==> config.mk <==
export PLATFORM = sky130hd
export DESIGN_NAME = csc_converter_flat
export DESIGN_NICKNAME = d
export VERILOG_FILES = /design/src/pkg/csc_pkg.sv /design/src/pkg/csc_if.sv /design/src/hw/csc_converter.sv /design/src/flat_wrapper.sv
export SDC_FILE = /design/constraint.sdc
export NUM_CORES = 1
export LEC_CHECK = 0
export BUFFER_PORTS_ARGS = -buffer_cell sky130_fd_sc_hd__buf_2
export CAP_MARGIN = 0
export CORE_MARGIN = 5
export CORE_UTILIZATION = 33
export DETAILED_ROUTE_END_ITERATION = 8
export GPL_TIMING_DRIVEN = 0
export SYNTH_ARGS = -nofsm -noshare
export SYNTH_HDL_FRONTEND = slang
export SYNTH_SLANG_ARGS = --single-unit
==> constraint.sdc <==
create_clock -name clk -period 2.58 [get_ports clk]
set_input_delay 0.129 -clock clk [delete_from_list [all_inputs] [get_ports clk]]
set_output_delay 0.129 -clock clk [all_outputs]
set_load 0.005 [all_outputs]
==> src/pkg/csc_pkg.sv <==
package csc_pkg;
  // ==========================================
  // field codes
  typedef enum logic [1:0] {
    CSC_SINGLE = 2'h0,
    CSC_SEQ = 2'h1,
    CSC_REP_SINGLE = 2'h2,
    CSC_REP_SEQ = 2'h3
  } csc_mode_t;
  localparam logic [1:0] CSC_SSEL_SUBSYS = 2'h3;
  localparam logic [7:0] CSC_MIN_SAFE_SAMPLE = 8'h06;
  localparam logic [15:0] CSC_UNBUF_REF_MASK = 16'h5055;
  localparam logic [7:0] CSC_ODD_DIV_MASK = 8'h54;
  localparam int CSC_RES_W = 12;
  localparam logic [3:0] CSC_CONV_CLKS = 4'hD;
  // ==========================================
  // register map of the controller end
  localparam logic [7:0] CSC_A_CTRL = 8'h00;
  localparam logic [7:0] CSC_A_CFG = 8'h04;
  localparam logic [7:0] CSC_A_TIMER = 8'h08;
  localparam logic [7:0] CSC_A_STATUS = 8'h0C;
  localparam logic [7:0] CSC_A_RESULT = 8'h10;
  localparam logic [7:0] CSC_A_IRQ_STAT = 8'h14;
  localparam logic [7:0] CSC_A_IRQ_MASK = 8'h18;
  localparam int CSC_B_ENC = 0;
  localparam int CSC_B_PON = 1;
  localparam int CSC_B_START = 2;
  localparam int CSC_B_SHP = 3;
  localparam int CSC_B_TSEL = 4;
  localparam int CSC_B_DMAEN = 5;
  localparam int CSC_B_DMALVL = 6;
  localparam int CSC_B_GATE = 7;
  localparam int CSC_B_MODE = 8;
  localparam int CSC_B_VRSEL = 10;
  localparam int CSC_B_SSEL = 14;
  localparam int CSC_B_DIV = 16;
  localparam int CSC_B_TRUN = 16;
  localparam int CSC_B_SEQLEN = 8;
  localparam logic [31:0] CSC_CTRL_RST = 32'h0000_0000;
  localparam logic [31:0] CSC_CFG_RST = 32'h0000_0006;
  localparam logic [31:0] CSC_TIMER_RST = 32'h0000_0100;
  localparam int CSC_NIRQ = 4;
endpackage

==> src/pkg/csc_if.sv <==
`timescale 1ns/1ps
interface csc_if;
  import csc_pkg::*;
  logic enc;
  logic pon;
  logic start;
  logic shp;
  logic timer_sel;
  logic timer_trig;
  csc_mode_t seq_mode;
  logic [3:0] seq_len;
  logic [3:0] vrsel;
  logic [1:0] ssel;
  logic [2:0] div;
  logic clk_gate_off;
  logic [7:0] sample_clks;
  logic dma_en;
  logic dma_level;
  logic cpu_read;
  logic busy;
  logic start_clear;
  logic dma_req;
  logic seq_end;
  logic conv_done;
  logic [CSC_RES_W-1:0] result;
  logic halted;
  logic hung;
  logic suspect;
  logic stuck;
  logic tov;
  modport conv (
    input enc, pon, start, shp, timer_sel, timer_trig, seq_mode, seq_len, vrsel,
    input ssel, div, clk_gate_off, sample_clks, dma_en, dma_level, cpu_read,
    output busy, start_clear, dma_req, seq_end, conv_done, result, halted,
    output hung, suspect, stuck, tov
  );
  modport ctl (
    output enc, pon, start, shp, timer_sel, timer_trig, seq_mode, seq_len, vrsel,
    output ssel, div, clk_gate_off, sample_clks, dma_en, dma_level, cpu_read,
    input busy, start_clear, dma_req, seq_end, conv_done, result, halted,
    input hung, suspect, stuck, tov
  );
endinterface

==> src/hw/csc_converter.sv <==
`timescale 1ns/1ps
module csc_converter (
  input wire logic clk,
  input wire logic reset,
  csc_if.conv link,
  input wire logic [csc_pkg::CSC_RES_W-1:0] sample_in,
  output logic [3:0] channel
);
  import csc_pkg::*;

  typedef enum logic [2:0] {
    ST_IDLE, ST_SAMPLE, ST_CONV, ST_HALT, ST_WEDGE, ST_HANG
  } csc_state_t;

  csc_state_t state_r, state_nxt;
  logic [2:0] div_cnt_r, div_cnt_nxt;
  logic [7:0] cnt_r, cnt_nxt;
  logic [3:0] chan_r, chan_nxt;
  logic [CSC_RES_W-1:0] result_r, result_nxt;
  logic armed_r, armed_nxt;
  logic off_seen_r, off_seen_nxt;
  logic last_timer_r, last_timer_nxt;
  logic collected_r, collected_nxt;
  logic stuck_r, stuck_nxt;
  logic enc_d_r, pon_d_r, start_d_r, dma_en_d_r;
  logic [1:0] ssel_d_r;
  logic tick, start_rise, trig, multi, conv_end, seq_last, hang_hit, wedge_hit;
  logic start_clear_c, dma_req_c, seq_end_c;

  // ==========================================
  // converter clock enable and trigger decode
  assign tick = (div_cnt_r == link.div);
  assign start_rise = link.start && !start_d_r;
  assign trig = link.timer_sel ? link.timer_trig : start_rise;
  assign multi = (link.seq_mode != CSC_SINGLE);
  assign conv_end = (state_r == ST_CONV) && tick && (cnt_r == {4'h0, CSC_CONV_CLKS - 4'h1});
  assign seq_last = (link.seq_mode == CSC_SINGLE) || (link.seq_mode == CSC_REP_SINGLE)
                    || (chan_r == link.seq_len);
  // a gated source abandoned on an odd divider leaves the divider unrecoverable
  assign hang_hit = (ssel_d_r == CSC_SSEL_SUBSYS) && (link.ssel != CSC_SSEL_SUBSYS)
                    && link.clk_gate_off && CSC_ODD_DIV_MASK[link.div];
  assign wedge_hit = link.enc && !enc_d_r && start_rise && last_timer_r;

  // ==========================================
  // sequencer
  always_comb begin
    state_nxt = state_r;
    div_cnt_nxt = tick ? 3'h0 : div_cnt_r + 3'h1;
    cnt_nxt = cnt_r;
    chan_nxt = chan_r;
    result_nxt = result_r;
    armed_nxt = armed_r;
    off_seen_nxt = off_seen_r;
    last_timer_nxt = last_timer_r;
    collected_nxt = collected_r || link.cpu_read;
    stuck_nxt = stuck_r;
    start_clear_c = 1'b0;
    dma_req_c = 1'b0;
    seq_end_c = 1'b0;
    // falling enable re-arms the external trigger path
    if (!link.enc && enc_d_r) begin
      armed_nxt = 1'b1;
    end
    // edge-mode dma after cpu collection loses its trigger
    if (link.dma_en && !dma_en_d_r && !link.dma_level && collected_r) begin
      stuck_nxt = 1'b1;
      collected_nxt = 1'b0;
    end
    unique case (state_r)
      ST_IDLE: begin
        if (link.enc && link.pon) begin
          if (wedge_hit) begin
            state_nxt = ST_WEDGE;
            off_seen_nxt = 1'b0;
          end else if (link.timer_sel && link.timer_trig && !armed_r) begin
            state_nxt = ST_HALT;
            off_seen_nxt = 1'b0;
          end else if (link.timer_sel ? link.timer_trig : link.start) begin
            state_nxt = ST_SAMPLE;
            cnt_nxt = 8'h00;
            chan_nxt = 4'h0;
            last_timer_nxt = link.timer_sel;
            start_clear_c = !link.timer_sel;
          end
        end
      end
      ST_SAMPLE, ST_CONV: begin
        // overrun and power toggle are not flagged as overflow
        if (multi && (trig || (link.pon != pon_d_r))) begin
          state_nxt = ST_HALT;
          off_seen_nxt = 1'b0;
        end else if (state_r == ST_SAMPLE) begin
          if (tick) begin
            if (cnt_r + 8'h01 >= link.sample_clks) begin
              state_nxt = ST_CONV;
              cnt_nxt = 8'h00;
            end else begin
              cnt_nxt = cnt_r + 8'h01;
            end
          end
        end else if (tick) begin
          cnt_nxt = cnt_r + 8'h01;
          if (conv_end) begin
            result_nxt = sample_in;
            cnt_nxt = 8'h00;
            // one request per conversion, even inside a sequence
            dma_req_c = link.dma_en && !(stuck_r && !link.dma_level);
            if (link.dma_en && link.dma_level) begin
              stuck_nxt = 1'b0;
            end
            if (seq_last) begin
              seq_end_c = 1'b1;
              chan_nxt = 4'h0;
              if (link.seq_mode[1] && link.enc) begin
                state_nxt = ST_SAMPLE;
              end else begin
                state_nxt = ST_IDLE;
                if (link.timer_sel) begin
                  armed_nxt = 1'b0;
                end
              end
            end else begin
              chan_nxt = chan_r + 4'h1;
              state_nxt = ST_SAMPLE;
            end
          end
        end
      end
      ST_HALT, ST_WEDGE: begin
        // return to idle only after enable and power both seen low, then both high
        if (!link.enc && !link.pon) begin
          off_seen_nxt = 1'b1;
        end
        if (off_seen_r && link.enc && link.pon) begin
          state_nxt = ST_IDLE;
          armed_nxt = 1'b1;
          last_timer_nxt = 1'b0;
        end
      end
      ST_HANG: begin
        state_nxt = ST_HANG;
      end
    endcase
    if (hang_hit) begin
      state_nxt = ST_HANG;
    end
  end

  always_ff @(posedge clk) begin
    if (reset) begin
      state_r <= ST_IDLE;
      div_cnt_r <= 3'h0;
      cnt_r <= 8'h00;
      chan_r <= 4'h0;
      result_r <= '0;
      armed_r <= 1'b1;
      off_seen_r <= 1'b0;
      last_timer_r <= 1'b0;
      collected_r <= 1'b0;
      stuck_r <= 1'b0;
      enc_d_r <= 1'b0;
      pon_d_r <= 1'b0;
      start_d_r <= 1'b0;
      dma_en_d_r <= 1'b0;
      ssel_d_r <= 2'h0;
    end else begin
      state_r <= state_nxt;
      div_cnt_r <= div_cnt_nxt;
      cnt_r <= cnt_nxt;
      chan_r <= chan_nxt;
      result_r <= result_nxt;
      armed_r <= armed_nxt;
      off_seen_r <= off_seen_nxt;
      last_timer_r <= last_timer_nxt;
      collected_r <= collected_nxt;
      stuck_r <= stuck_nxt;
      enc_d_r <= link.enc;
      pon_d_r <= link.pon;
      start_d_r <= link.start;
      dma_en_d_r <= link.dma_en;
      ssel_d_r <= link.ssel;
    end
  end

  // ==========================================
  // outputs
  assign link.busy = (state_r == ST_SAMPLE) || (state_r == ST_CONV)
                     || (state_r == ST_WEDGE);
  assign link.start_clear = start_clear_c;
  assign link.dma_req = dma_req_c;
  assign link.seq_end = seq_end_c;
  assign link.conv_done = conv_end;
  assign link.result = result_r;
  assign link.halted = (state_r == ST_HALT) || (state_r == ST_WEDGE);
  assign link.hung = (state_r == ST_HANG);
  // extended sampling on an unbuffered reference needs six clocks or more
  assign link.suspect = !link.shp && CSC_UNBUF_REF_MASK[link.vrsel]
                        && (link.sample_clks < CSC_MIN_SAFE_SAMPLE);
  assign link.stuck = stuck_r;
  assign link.tov = 1'b0;
  assign channel = chan_r;
endmodule

==> src/flat_wrapper.sv <==
// flat-port wrapper written by rule: the top's interface ports become plain ports
module csc_converter_flat import csc_pkg::*;
  (clk, reset, sample_in, channel, link_enc, link_pon, link_start, link_shp, link_timer_sel, link_timer_trig, link_seq_mode, link_seq_len, link_vrsel, link_ssel, link_div, link_clk_gate_off, link_sample_clks, link_dma_en, link_dma_level, link_cpu_read, link_busy, link_start_clear, link_dma_req, link_seq_end, link_conv_done, link_result, link_halted, link_hung, link_suspect, link_stuck, link_tov);
  csc_if link_i ();
  input wire logic clk;
  input wire logic reset;
  input wire logic [csc_pkg::CSC_RES_W-1:0] sample_in;
  output logic [3:0] channel;
  input wire logic [$bits(link_i.enc)-1:0] link_enc;
  input wire logic [$bits(link_i.pon)-1:0] link_pon;
  input wire logic [$bits(link_i.start)-1:0] link_start;
  input wire logic [$bits(link_i.shp)-1:0] link_shp;
  input wire logic [$bits(link_i.timer_sel)-1:0] link_timer_sel;
  input wire logic [$bits(link_i.timer_trig)-1:0] link_timer_trig;
  input wire logic [$bits(link_i.seq_mode)-1:0] link_seq_mode;
  input wire logic [$bits(link_i.seq_len)-1:0] link_seq_len;
  input wire logic [$bits(link_i.vrsel)-1:0] link_vrsel;
  input wire logic [$bits(link_i.ssel)-1:0] link_ssel;
  input wire logic [$bits(link_i.div)-1:0] link_div;
  input wire logic [$bits(link_i.clk_gate_off)-1:0] link_clk_gate_off;
  input wire logic [$bits(link_i.sample_clks)-1:0] link_sample_clks;
  input wire logic [$bits(link_i.dma_en)-1:0] link_dma_en;
  input wire logic [$bits(link_i.dma_level)-1:0] link_dma_level;
  input wire logic [$bits(link_i.cpu_read)-1:0] link_cpu_read;
  output wire logic [$bits(link_i.busy)-1:0] link_busy;
  output wire logic [$bits(link_i.start_clear)-1:0] link_start_clear;
  output wire logic [$bits(link_i.dma_req)-1:0] link_dma_req;
  output wire logic [$bits(link_i.seq_end)-1:0] link_seq_end;
  output wire logic [$bits(link_i.conv_done)-1:0] link_conv_done;
  output wire logic [$bits(link_i.result)-1:0] link_result;
  output wire logic [$bits(link_i.halted)-1:0] link_halted;
  output wire logic [$bits(link_i.hung)-1:0] link_hung;
  output wire logic [$bits(link_i.suspect)-1:0] link_suspect;
  output wire logic [$bits(link_i.stuck)-1:0] link_stuck;
  output wire logic [$bits(link_i.tov)-1:0] link_tov;
  assign link_i.enc = link_enc;
  assign link_i.pon = link_pon;
  assign link_i.start = link_start;
  assign link_i.shp = link_shp;
  assign link_i.timer_sel = link_timer_sel;
  assign link_i.timer_trig = link_timer_trig;
  assign link_i.seq_mode = link_seq_mode;
  assign link_i.seq_len = link_seq_len;
  assign link_i.vrsel = link_vrsel;
  assign link_i.ssel = link_ssel;
  assign link_i.div = link_div;
  assign link_i.clk_gate_off = link_clk_gate_off;
  assign link_i.sample_clks = link_sample_clks;
  assign link_i.dma_en = link_dma_en;
  assign link_i.dma_level = link_dma_level;
  assign link_i.cpu_read = link_cpu_read;
  assign link_busy = link_i.busy;
  assign link_start_clear = link_i.start_clear;
  assign link_dma_req = link_i.dma_req;
  assign link_seq_end = link_i.seq_end;
  assign link_conv_done = link_i.conv_done;
  assign link_result = link_i.result;
  assign link_halted = link_i.halted;
  assign link_hung = link_i.hung;
  assign link_suspect = link_i.suspect;
  assign link_stuck = link_i.stuck;
  assign link_tov = link_i.tov;
  csc_converter u_core (.clk(clk), .reset(reset), .link(link_i), .sample_in(sample_in), .channel(channel));
endmodule
==> results of run 1 <==
-- through the flow --
step           util [%]  cell area [um^2]
6_report           43.8              3180
3_3_place_gp       40.3              2920
5_1_grt            43.8              3180
4_1_cts            43.4              3140
3_5_place_dp       40.3              2920
2_1_floorplan         -              2450
-- worst register-to-register path, stage by stage, from the launching register on --
cell and delay (ns):
dfxtp_1 0.45, nand4_1 0.16, nor2_1 0.15, xor2_1 0.21
ha_1 0.30, a41o_1 0.25, a31oi_4 0.28, o21ai_2 0.12
nor2_1 0.36, a22o_1 0.20
-- logic make-up after synthesis --
group	after synthesis	share of synthesized area [%]
flops	41	33.5
mux	12	4.90
xor+xnor	16	5.71
buf+inv	30	4.90
simple gates	110	24.1
compound gates	71	20.7
fa+ha+maj	12	6.12
other cells	1	0.153
-- timing repair --
action | 4_1_cts | 5_1_grt
resized for setup | 14 | 9
setup endpoints to repair | 13 | 9
pin swaps | 7 | 8
setup buffers | 8 | 0
hold buffers | 0 | 0
-- layer usage --
| metal | vias to the layer above | wire length [um] | track usage (%) |
|---|---|---|---|
| li1 | 1221 | - | - |
| met3 | 11 | 367 | 2.66 |
| met2 | 61 | 3170 | 23.9 |
| met5 | - | 0 | 0 |
| met1 | 1123 | 3110 | 19.4 |
| met4 | 0 | 82 | 4.62 |
-- registers in the layout, summed over array words and instances (netlist names) --
name / cells
u_core.link.result: 12
u_core.cnt_r: 8
u_core.channel: 4
u_core.div_cnt_r: 3
u_core.state_r: 3
u_core.ssel_d_r: 2
u_core.armed_r: 1
u_core.collected_r: 1
u_core.dma_en_d_r: 1
u_core.enc_d_r: 1
u_core.last_timer_r: 1
u_core.link.stuck: 1
u_core.off_seen_r: 1
u_core.pon_d_r: 1
u_core.start_d_r: 1
-- worst paths after layout --
path,from,endpoint,slack [ns]
max,u_core.cnt_r[1],u_core.cnt_r[3],0.04
min,sample_in[7],u_core.link.result[7],0.06
min reg2reg,u_core.collected_r,u_core.collected_r,0.49
max reg2reg,u_core.cnt_r[1],u_core.cnt_r[3],0.04
-- area by class of cell --
type                       instances  area share [%]
sequential                        41            26.1
timing repair buffer              77            12.8
multi-input combinational        222            49.9
buffer                            14            1.97
clock buffer                       7            2.72
clock inverter                     1           0.945
inverter                          15            1.77
tap                               99            3.90
-- cells in the final DEF (no fill, tap or decap), types with 11 or more instances in the layout --
| master | instances |
|---|---|
| nand2_1 | 22 |
| dfxtp_1 | 37 |
| mux2i_1 | 12 |
| ha_1 | 11 |
| nor2_1 | 30 |
| o21ai_0 | 12 |
| inv_1 | 15 |
| a21oi_1 | 13 |
| buf_2 | 71 |
-- power by group through the flow --
stage | Clock [mW] | Combinational, mW | Sequential (mW)
after floorplan | 0 | 0.341 | 0.704
after global placement | 0 | 0.475 | 0.714
after detailed placement | 0 | 0.480 | 0.715
after CTS | 0.557 | 0.499 | 0.700
after global routing | 0.582 | 0.567 | 0.705
final | 0.543 | 0.507 | 0.702
==> flow_metrics.env, run 1 <==
export IMPL_final_max_slew_viol_count=0
export IMPL_die_y_um=96.2
export IMPL_crit_chain="nand4_1 -> nor2_1 -> xor2_1 -> ha_1 -> a41o_1 -> a31oi_4 -> o21ai_2 -> nor2_1 -> a22o_1"
export IMPL_yosysWarnings=0
export IMPL_drt_total_wl_um=6730
export IMPL_synth_top_area_share_pct=33.5
export IMPL_grt_pass1_wl_um=10800
export IMPL_grt_max_degree=13
export IMPL_p_switching_uw=558
export IMPL_relSlewSlack_pct=49.3
export IMPL_cp_top_family="compound AO/OA/AOI/OAI gates"
export IMPL_ys_seq_area_share_pct=33.5
export IMPL_swShare_pct=31.8
export IMPL_start_util_pct=33.8
export IMPL_layout_cells_non_filler=476
export IMPL_area_sequential_um2=828
export IMPL_min_path_cells=3
export IMPL_drive_gt1_share_pct=30.0
export IMPL_cts_buffer_depth=2
export IMPL_vias=2416
export IMPL_internal_power_mw=1.19
export IMPL_worst_path_most_repeated_cell="nor2_1"
export IMPL_hold_viol_final=0
export IMPL_yosysUniqueCellTypes=59
export IMPL_syn_nets=352
export IMPL_tns_ns=0
export IMPL_drc=0
export IMPL_nets=435
export IMPL_dp_hpwl_um=5090
export IMPL_yosysMostFrequentCell="dfxtp_1"
export IMPL_synth_edf_count=0
export IMPL_synth_cell_area_mm2=0.00245
export IMPL_cts_root_buffer="clkbuf_8"
export IMPL_worst_hold_slack_ns=0.0631
export IMPL_grt_ovfl_total=0
export IMPL_clk_pin_slew_ns=0.08
export IMPL_p_clk_share_pct=31.0
export IMPL_cp_buffers_inverters=0
export IMPL_multi_input_area_mm2=0.00159
export IMPL_synth_commonest_cells="dfxtp_1 (41), nor2_1 (31), nand2_1 (22)"
export IMPL_p_leak_nw=1.38
export IMPL_tritoncts="built"
export IMPL_ir_worst_vdd_uv=238
export IMPL_htreeDepth=2
export IMPL_slowest_delay_ns=0.45
export IMPL_die_w_um=96.2
export IMPL_drtAntennaViolNets=0
export IMPL_synthCells=293
export IMPL_finalPower_mw=1.75
export IMPL_rsz0062_at_grt="true"
export IMPL_place_inst=461
export IMPL_cp_end_kind="flop"
export IMPL_core_area_mm2=0.00725
export IMPL_comb_power_share_pct=28.9
export IMPL_place_congestion=0.889
export IMPL_worstMarginPinSlew_ns=0.755
export IMPL_ys_async_sr_fraction_pct=0
export IMPL_synth_seq_cells=41
export IMPL_finalCritPeriodShare_pct=98.6
export IMPL_num_rows=31
export IMPL_cts_buffers=5
export IMPL_critPathRequiredTime_ns=2.81
export IMPL_io_buffers=69
export IMPL_firstDrtPassIters=4
export IMPL_arrival_ns=2.78
export IMPL_synth_top_cell_by_area="dfxtp_1"
export IMPL_status="complete, no violations"
export IMPL_crit_fanout=5
export IMPL_synth_area_per_cell_um2=8.37
export IMPL_finalSetupViolations=0
export IMPL_antenna_found_initial=0
export IMPL_p_per_area_mw_per_mm2=551
export IMPL_cap_violations=0
export IMPL_startpoint_type="flop"
export IMPL_cp_slowest_cell="dfxtp_1"
export IMPL_seqPwrFrac_pct=40.1
export IMPL_vias_per_cell=5.08
export IMPL_synthTopCellsByArea="dfxtp_1 (33%), ha_1 (6.1%), mux2i_1 (4.9%), nor2_1 (4.7%), xnor2_1 (3.6%)"
export IMPL_ys_flop_type="dfxtp_1"
export IMPL_pre_cts_ws_ns=-0.436
export IMPL_ios=73
export IMPL_wl_per_cell_um=14.1
export IMPL_grt_pass1_vias=2352
export IMPL_min_path_type="in2reg"
export IMPL_syn2layout_area_growth_pct=29.5
export IMPL_criticalPathCategory="reg2reg"
export IMPL_fillers=728
export IMPL_worst_slack_ns=0.0371
export IMPL_clk_latency_ns=0.29
export IMPL_track_usage_pct=14.6
export IMPL_cp_depth=9
export IMPL_drt_iter0_drc=116
export IMPL_fin_crit_ns=2.54
export IMPL_fmax_mhz=393
export IMPL_reg2reg_depth=9
export IMPL_clock_skew_ns=0.00829
export IMPL_cts_sinks=41
export IMPL_antenna_cells=0
export IMPL_dieArea_mm2=0.00926
(Power assumes the default switching activity.)
==> run 2, diff against run 1 <==
- ABC_CLOCK_PERIOD_IN_PS: unset -> 2580
- CORE_MARGIN: 5 -> 3
- CORE_UTILIZATION: 33 -> 25
==> flow_metrics.env, run 2 (same netlist as run 1, synthesis figures left out) <==
export IMPL_status="complete, no violations"
export IMPL_criticalPathCategory="reg2reg"
export IMPL_final_area_mm2=0.00315
export IMPL_die_w_um=105
export IMPL_worst_hold_slack_ns=0.0493
export IMPL_crit_fanout=5
export IMPL_tritoncts="built"
export IMPL_drt_total_wl_um=6730
export IMPL_num_rows=35
export IMPL_drt_iter0_drc=120
export IMPL_clk_latency_ns=0.30
export IMPL_crit_chain="and2_0 -> nand4_1 -> buf_4 -> xnor2_2 -> ha_1 -> a21oi_1 -> o211ai_1 -> a31oi_4 -> nor2_2 -> or3b_4 -> a31oi_1"
export IMPL_rrSetupSlack_ns=0.06
export IMPL_hold_viol_final=0
export IMPL_layout_commonest_cell="buf_2"
export IMPL_cp_end_kind="flop"
export IMPL_antenna_found_initial=0
export IMPL_track_usage_pct=11.9
export IMPL_io_buffers=69
export IMPL_fin_crit_ns=2.52
export IMPL_grt_ovfl_total=0
export IMPL_final_max_slew_viol_count=0
export IMPL_r2r_end="u_core.cnt_r[2]"
export IMPL_p_leak_nw=1.32
export IMPL_nets=431
export IMPL_slowest_delay_ns=0.37
export IMPL_startpoint_type="flop"
export IMPL_vias=2453
export IMPL_place_congestion=0.838
export IMPL_syn2layout_area_growth_pct=28.2
export IMPL_firstDrtPassIters=4
export IMPL_fmax_mhz=397
export IMPL_ir_worst_vdd_uv=204
export IMPL_drive_gt1_share_pct=29.2
export IMPL_dieArea_mm2=0.0110
export IMPL_relSlewSlack_pct=53.1
export IMPL_finish_utilization_pct=33.6
export IMPL_drc=0
export IMPL_finalPower_mw=1.65
export IMPL_reg2reg_depth=11
export IMPL_cp_slowest_cell="dfxtp_4"
export IMPL_vias_per_cell=4.89
export IMPL_grt_pass1_vias=2353
export IMPL_finalSetupViolations=0
export IMPL_p_per_area_mw_per_mm2=526
export IMPL_cts_buffer_depth=2
export IMPL_layout_common_cells="buf_2 (72), dfxtp_1 (38), nor2_1 (29)"
export IMPL_largest_reg_flops=12
export IMPL_cts_root_buffer="clkbuf_8"
export IMPL_die_y_um=105
export IMPL_dp_hpwl_um=5110
export IMPL_clk_pin_slew_ns=0.08
export IMPL_wl_per_cell_um=13.4
export IMPL_drtAntennaViolNets=0
export IMPL_place_area_mm2=0.00296
export IMPL_min_path_type="in2reg"
export IMPL_ios=73
export IMPL_grt_pass1_wl_um=11000
export IMPL_cts_sinks=41
export IMPL_core_area_mm2=0.00937
export IMPL_worstReg2RegStart="u_core.cnt_r[2]"
export IMPL_critPathLaunch="u_core.cnt_r[2]"
export IMPL_htreeDepth=2
export IMPL_finalCritPeriodShare_pct=97.6
export IMPL_arrival_ns=2.74
export IMPL_cap_violations=0
export IMPL_grt_max_degree=14
export IMPL_clock_skew_ns=0.00546
export IMPL_start_util_pct=26.2
export IMPL_rsz0062_at_grt="true"
export IMPL_cts_buffers=5
export IMPL_critPathRequiredTime_ns=2.80
export IMPL_antenna_cells=0
export IMPL_worstMarginPinSlew_ns=0.700
export IMPL_crit_end="u_core.cnt_r[2]"
-- run 2: cell types whose count changed in the layout (fill, tap and decap cells not counted), moves of 2 or more --
cell      change
xnor2_2       -2
xnor2_1       +2
buf_4         -4
clkinv_2      +2
-- run 2: area by class of cell --
type | count | area, um^2
fillers | 993 | 6230
multi-input cells | 222 | 1580
flip-flops and latches | 41 | 827
inverters | 15 | 56.3
well taps | 129 | 161
repair buffers | 73 | 375
clock inverters | 3 | 17.5
clock buffers | 5 | 68.8
plain buffers | 14 | 60.1
-- run 2: routing by layer --
metal / wire (um) / GRT usage [%] / vias to the layer above
li1: - / - / 1218
met1: 2850 / 14.5 / 1163
met2: 3460 / 21.0 / 64
met3: 350 / 2.59 / 8
met4: 70 / 3.19 / 0
met5: 0 / 0 / -
-- run 2: timing repair --
action	4_1_cts	5_1_grt
buffers inserted	3	1
resized for setup	10	9
hold buffers	0	0
setup endpoints to repair	13	11
pin swaps	5	13
hold endpoints to repair	0	0
-- run 2: how the worst min path moves through the flow --
stage	slack [ns]	end	from	depth (start not counted)
global placement	0.36	u_core.ssel_d_r[0]	link_ssel[0]	2
CTS	0.05	u_core.link.stuck	link_dma_en	2
finish	0.05	u_core.link.stuck	link_dma_en	2
detailed placement	0.36	u_core.ssel_d_r[1]	link_ssel[1]	2
global route	0.07	u_core.link.stuck	link_dma_en	2
floorplan	0.24	u_core.link.stuck	link_dma_en	1
-- run 2: per-stage QoR --
step           std cells  setup TNS (ns)  setup WS [ns]
3_3_place_gp         491           -3.16         -0.418
6_report             502               0         0.0630
3_5_place_dp         491           -3.58         -0.417
4_1_cts              502               0       0.000506
2_1_floorplan        293               0         0.0287
5_1_grt              502          -0.158        -0.0635
-- run 2: critical path: cells and delay by family (launching register included) --
| kind | cells | cell delay, ns |
|---|---|---|
| buf+inv | 1 | 0.18 |
| fa+ha+maj | 1 | 0.29 |
| compound gates | 4 | 0.75 |
| xor+xnor | 1 | 0.13 |
| flops | 1 | 0.37 |
| simple gates | 4 | 0.72 |
-- run 2: power breakdown --
group          internal (mW)  switching (mW)
registers              0.666          0.0329
logic                  0.217           0.309
clock network          0.187           0.244
total                   1.07           0.585
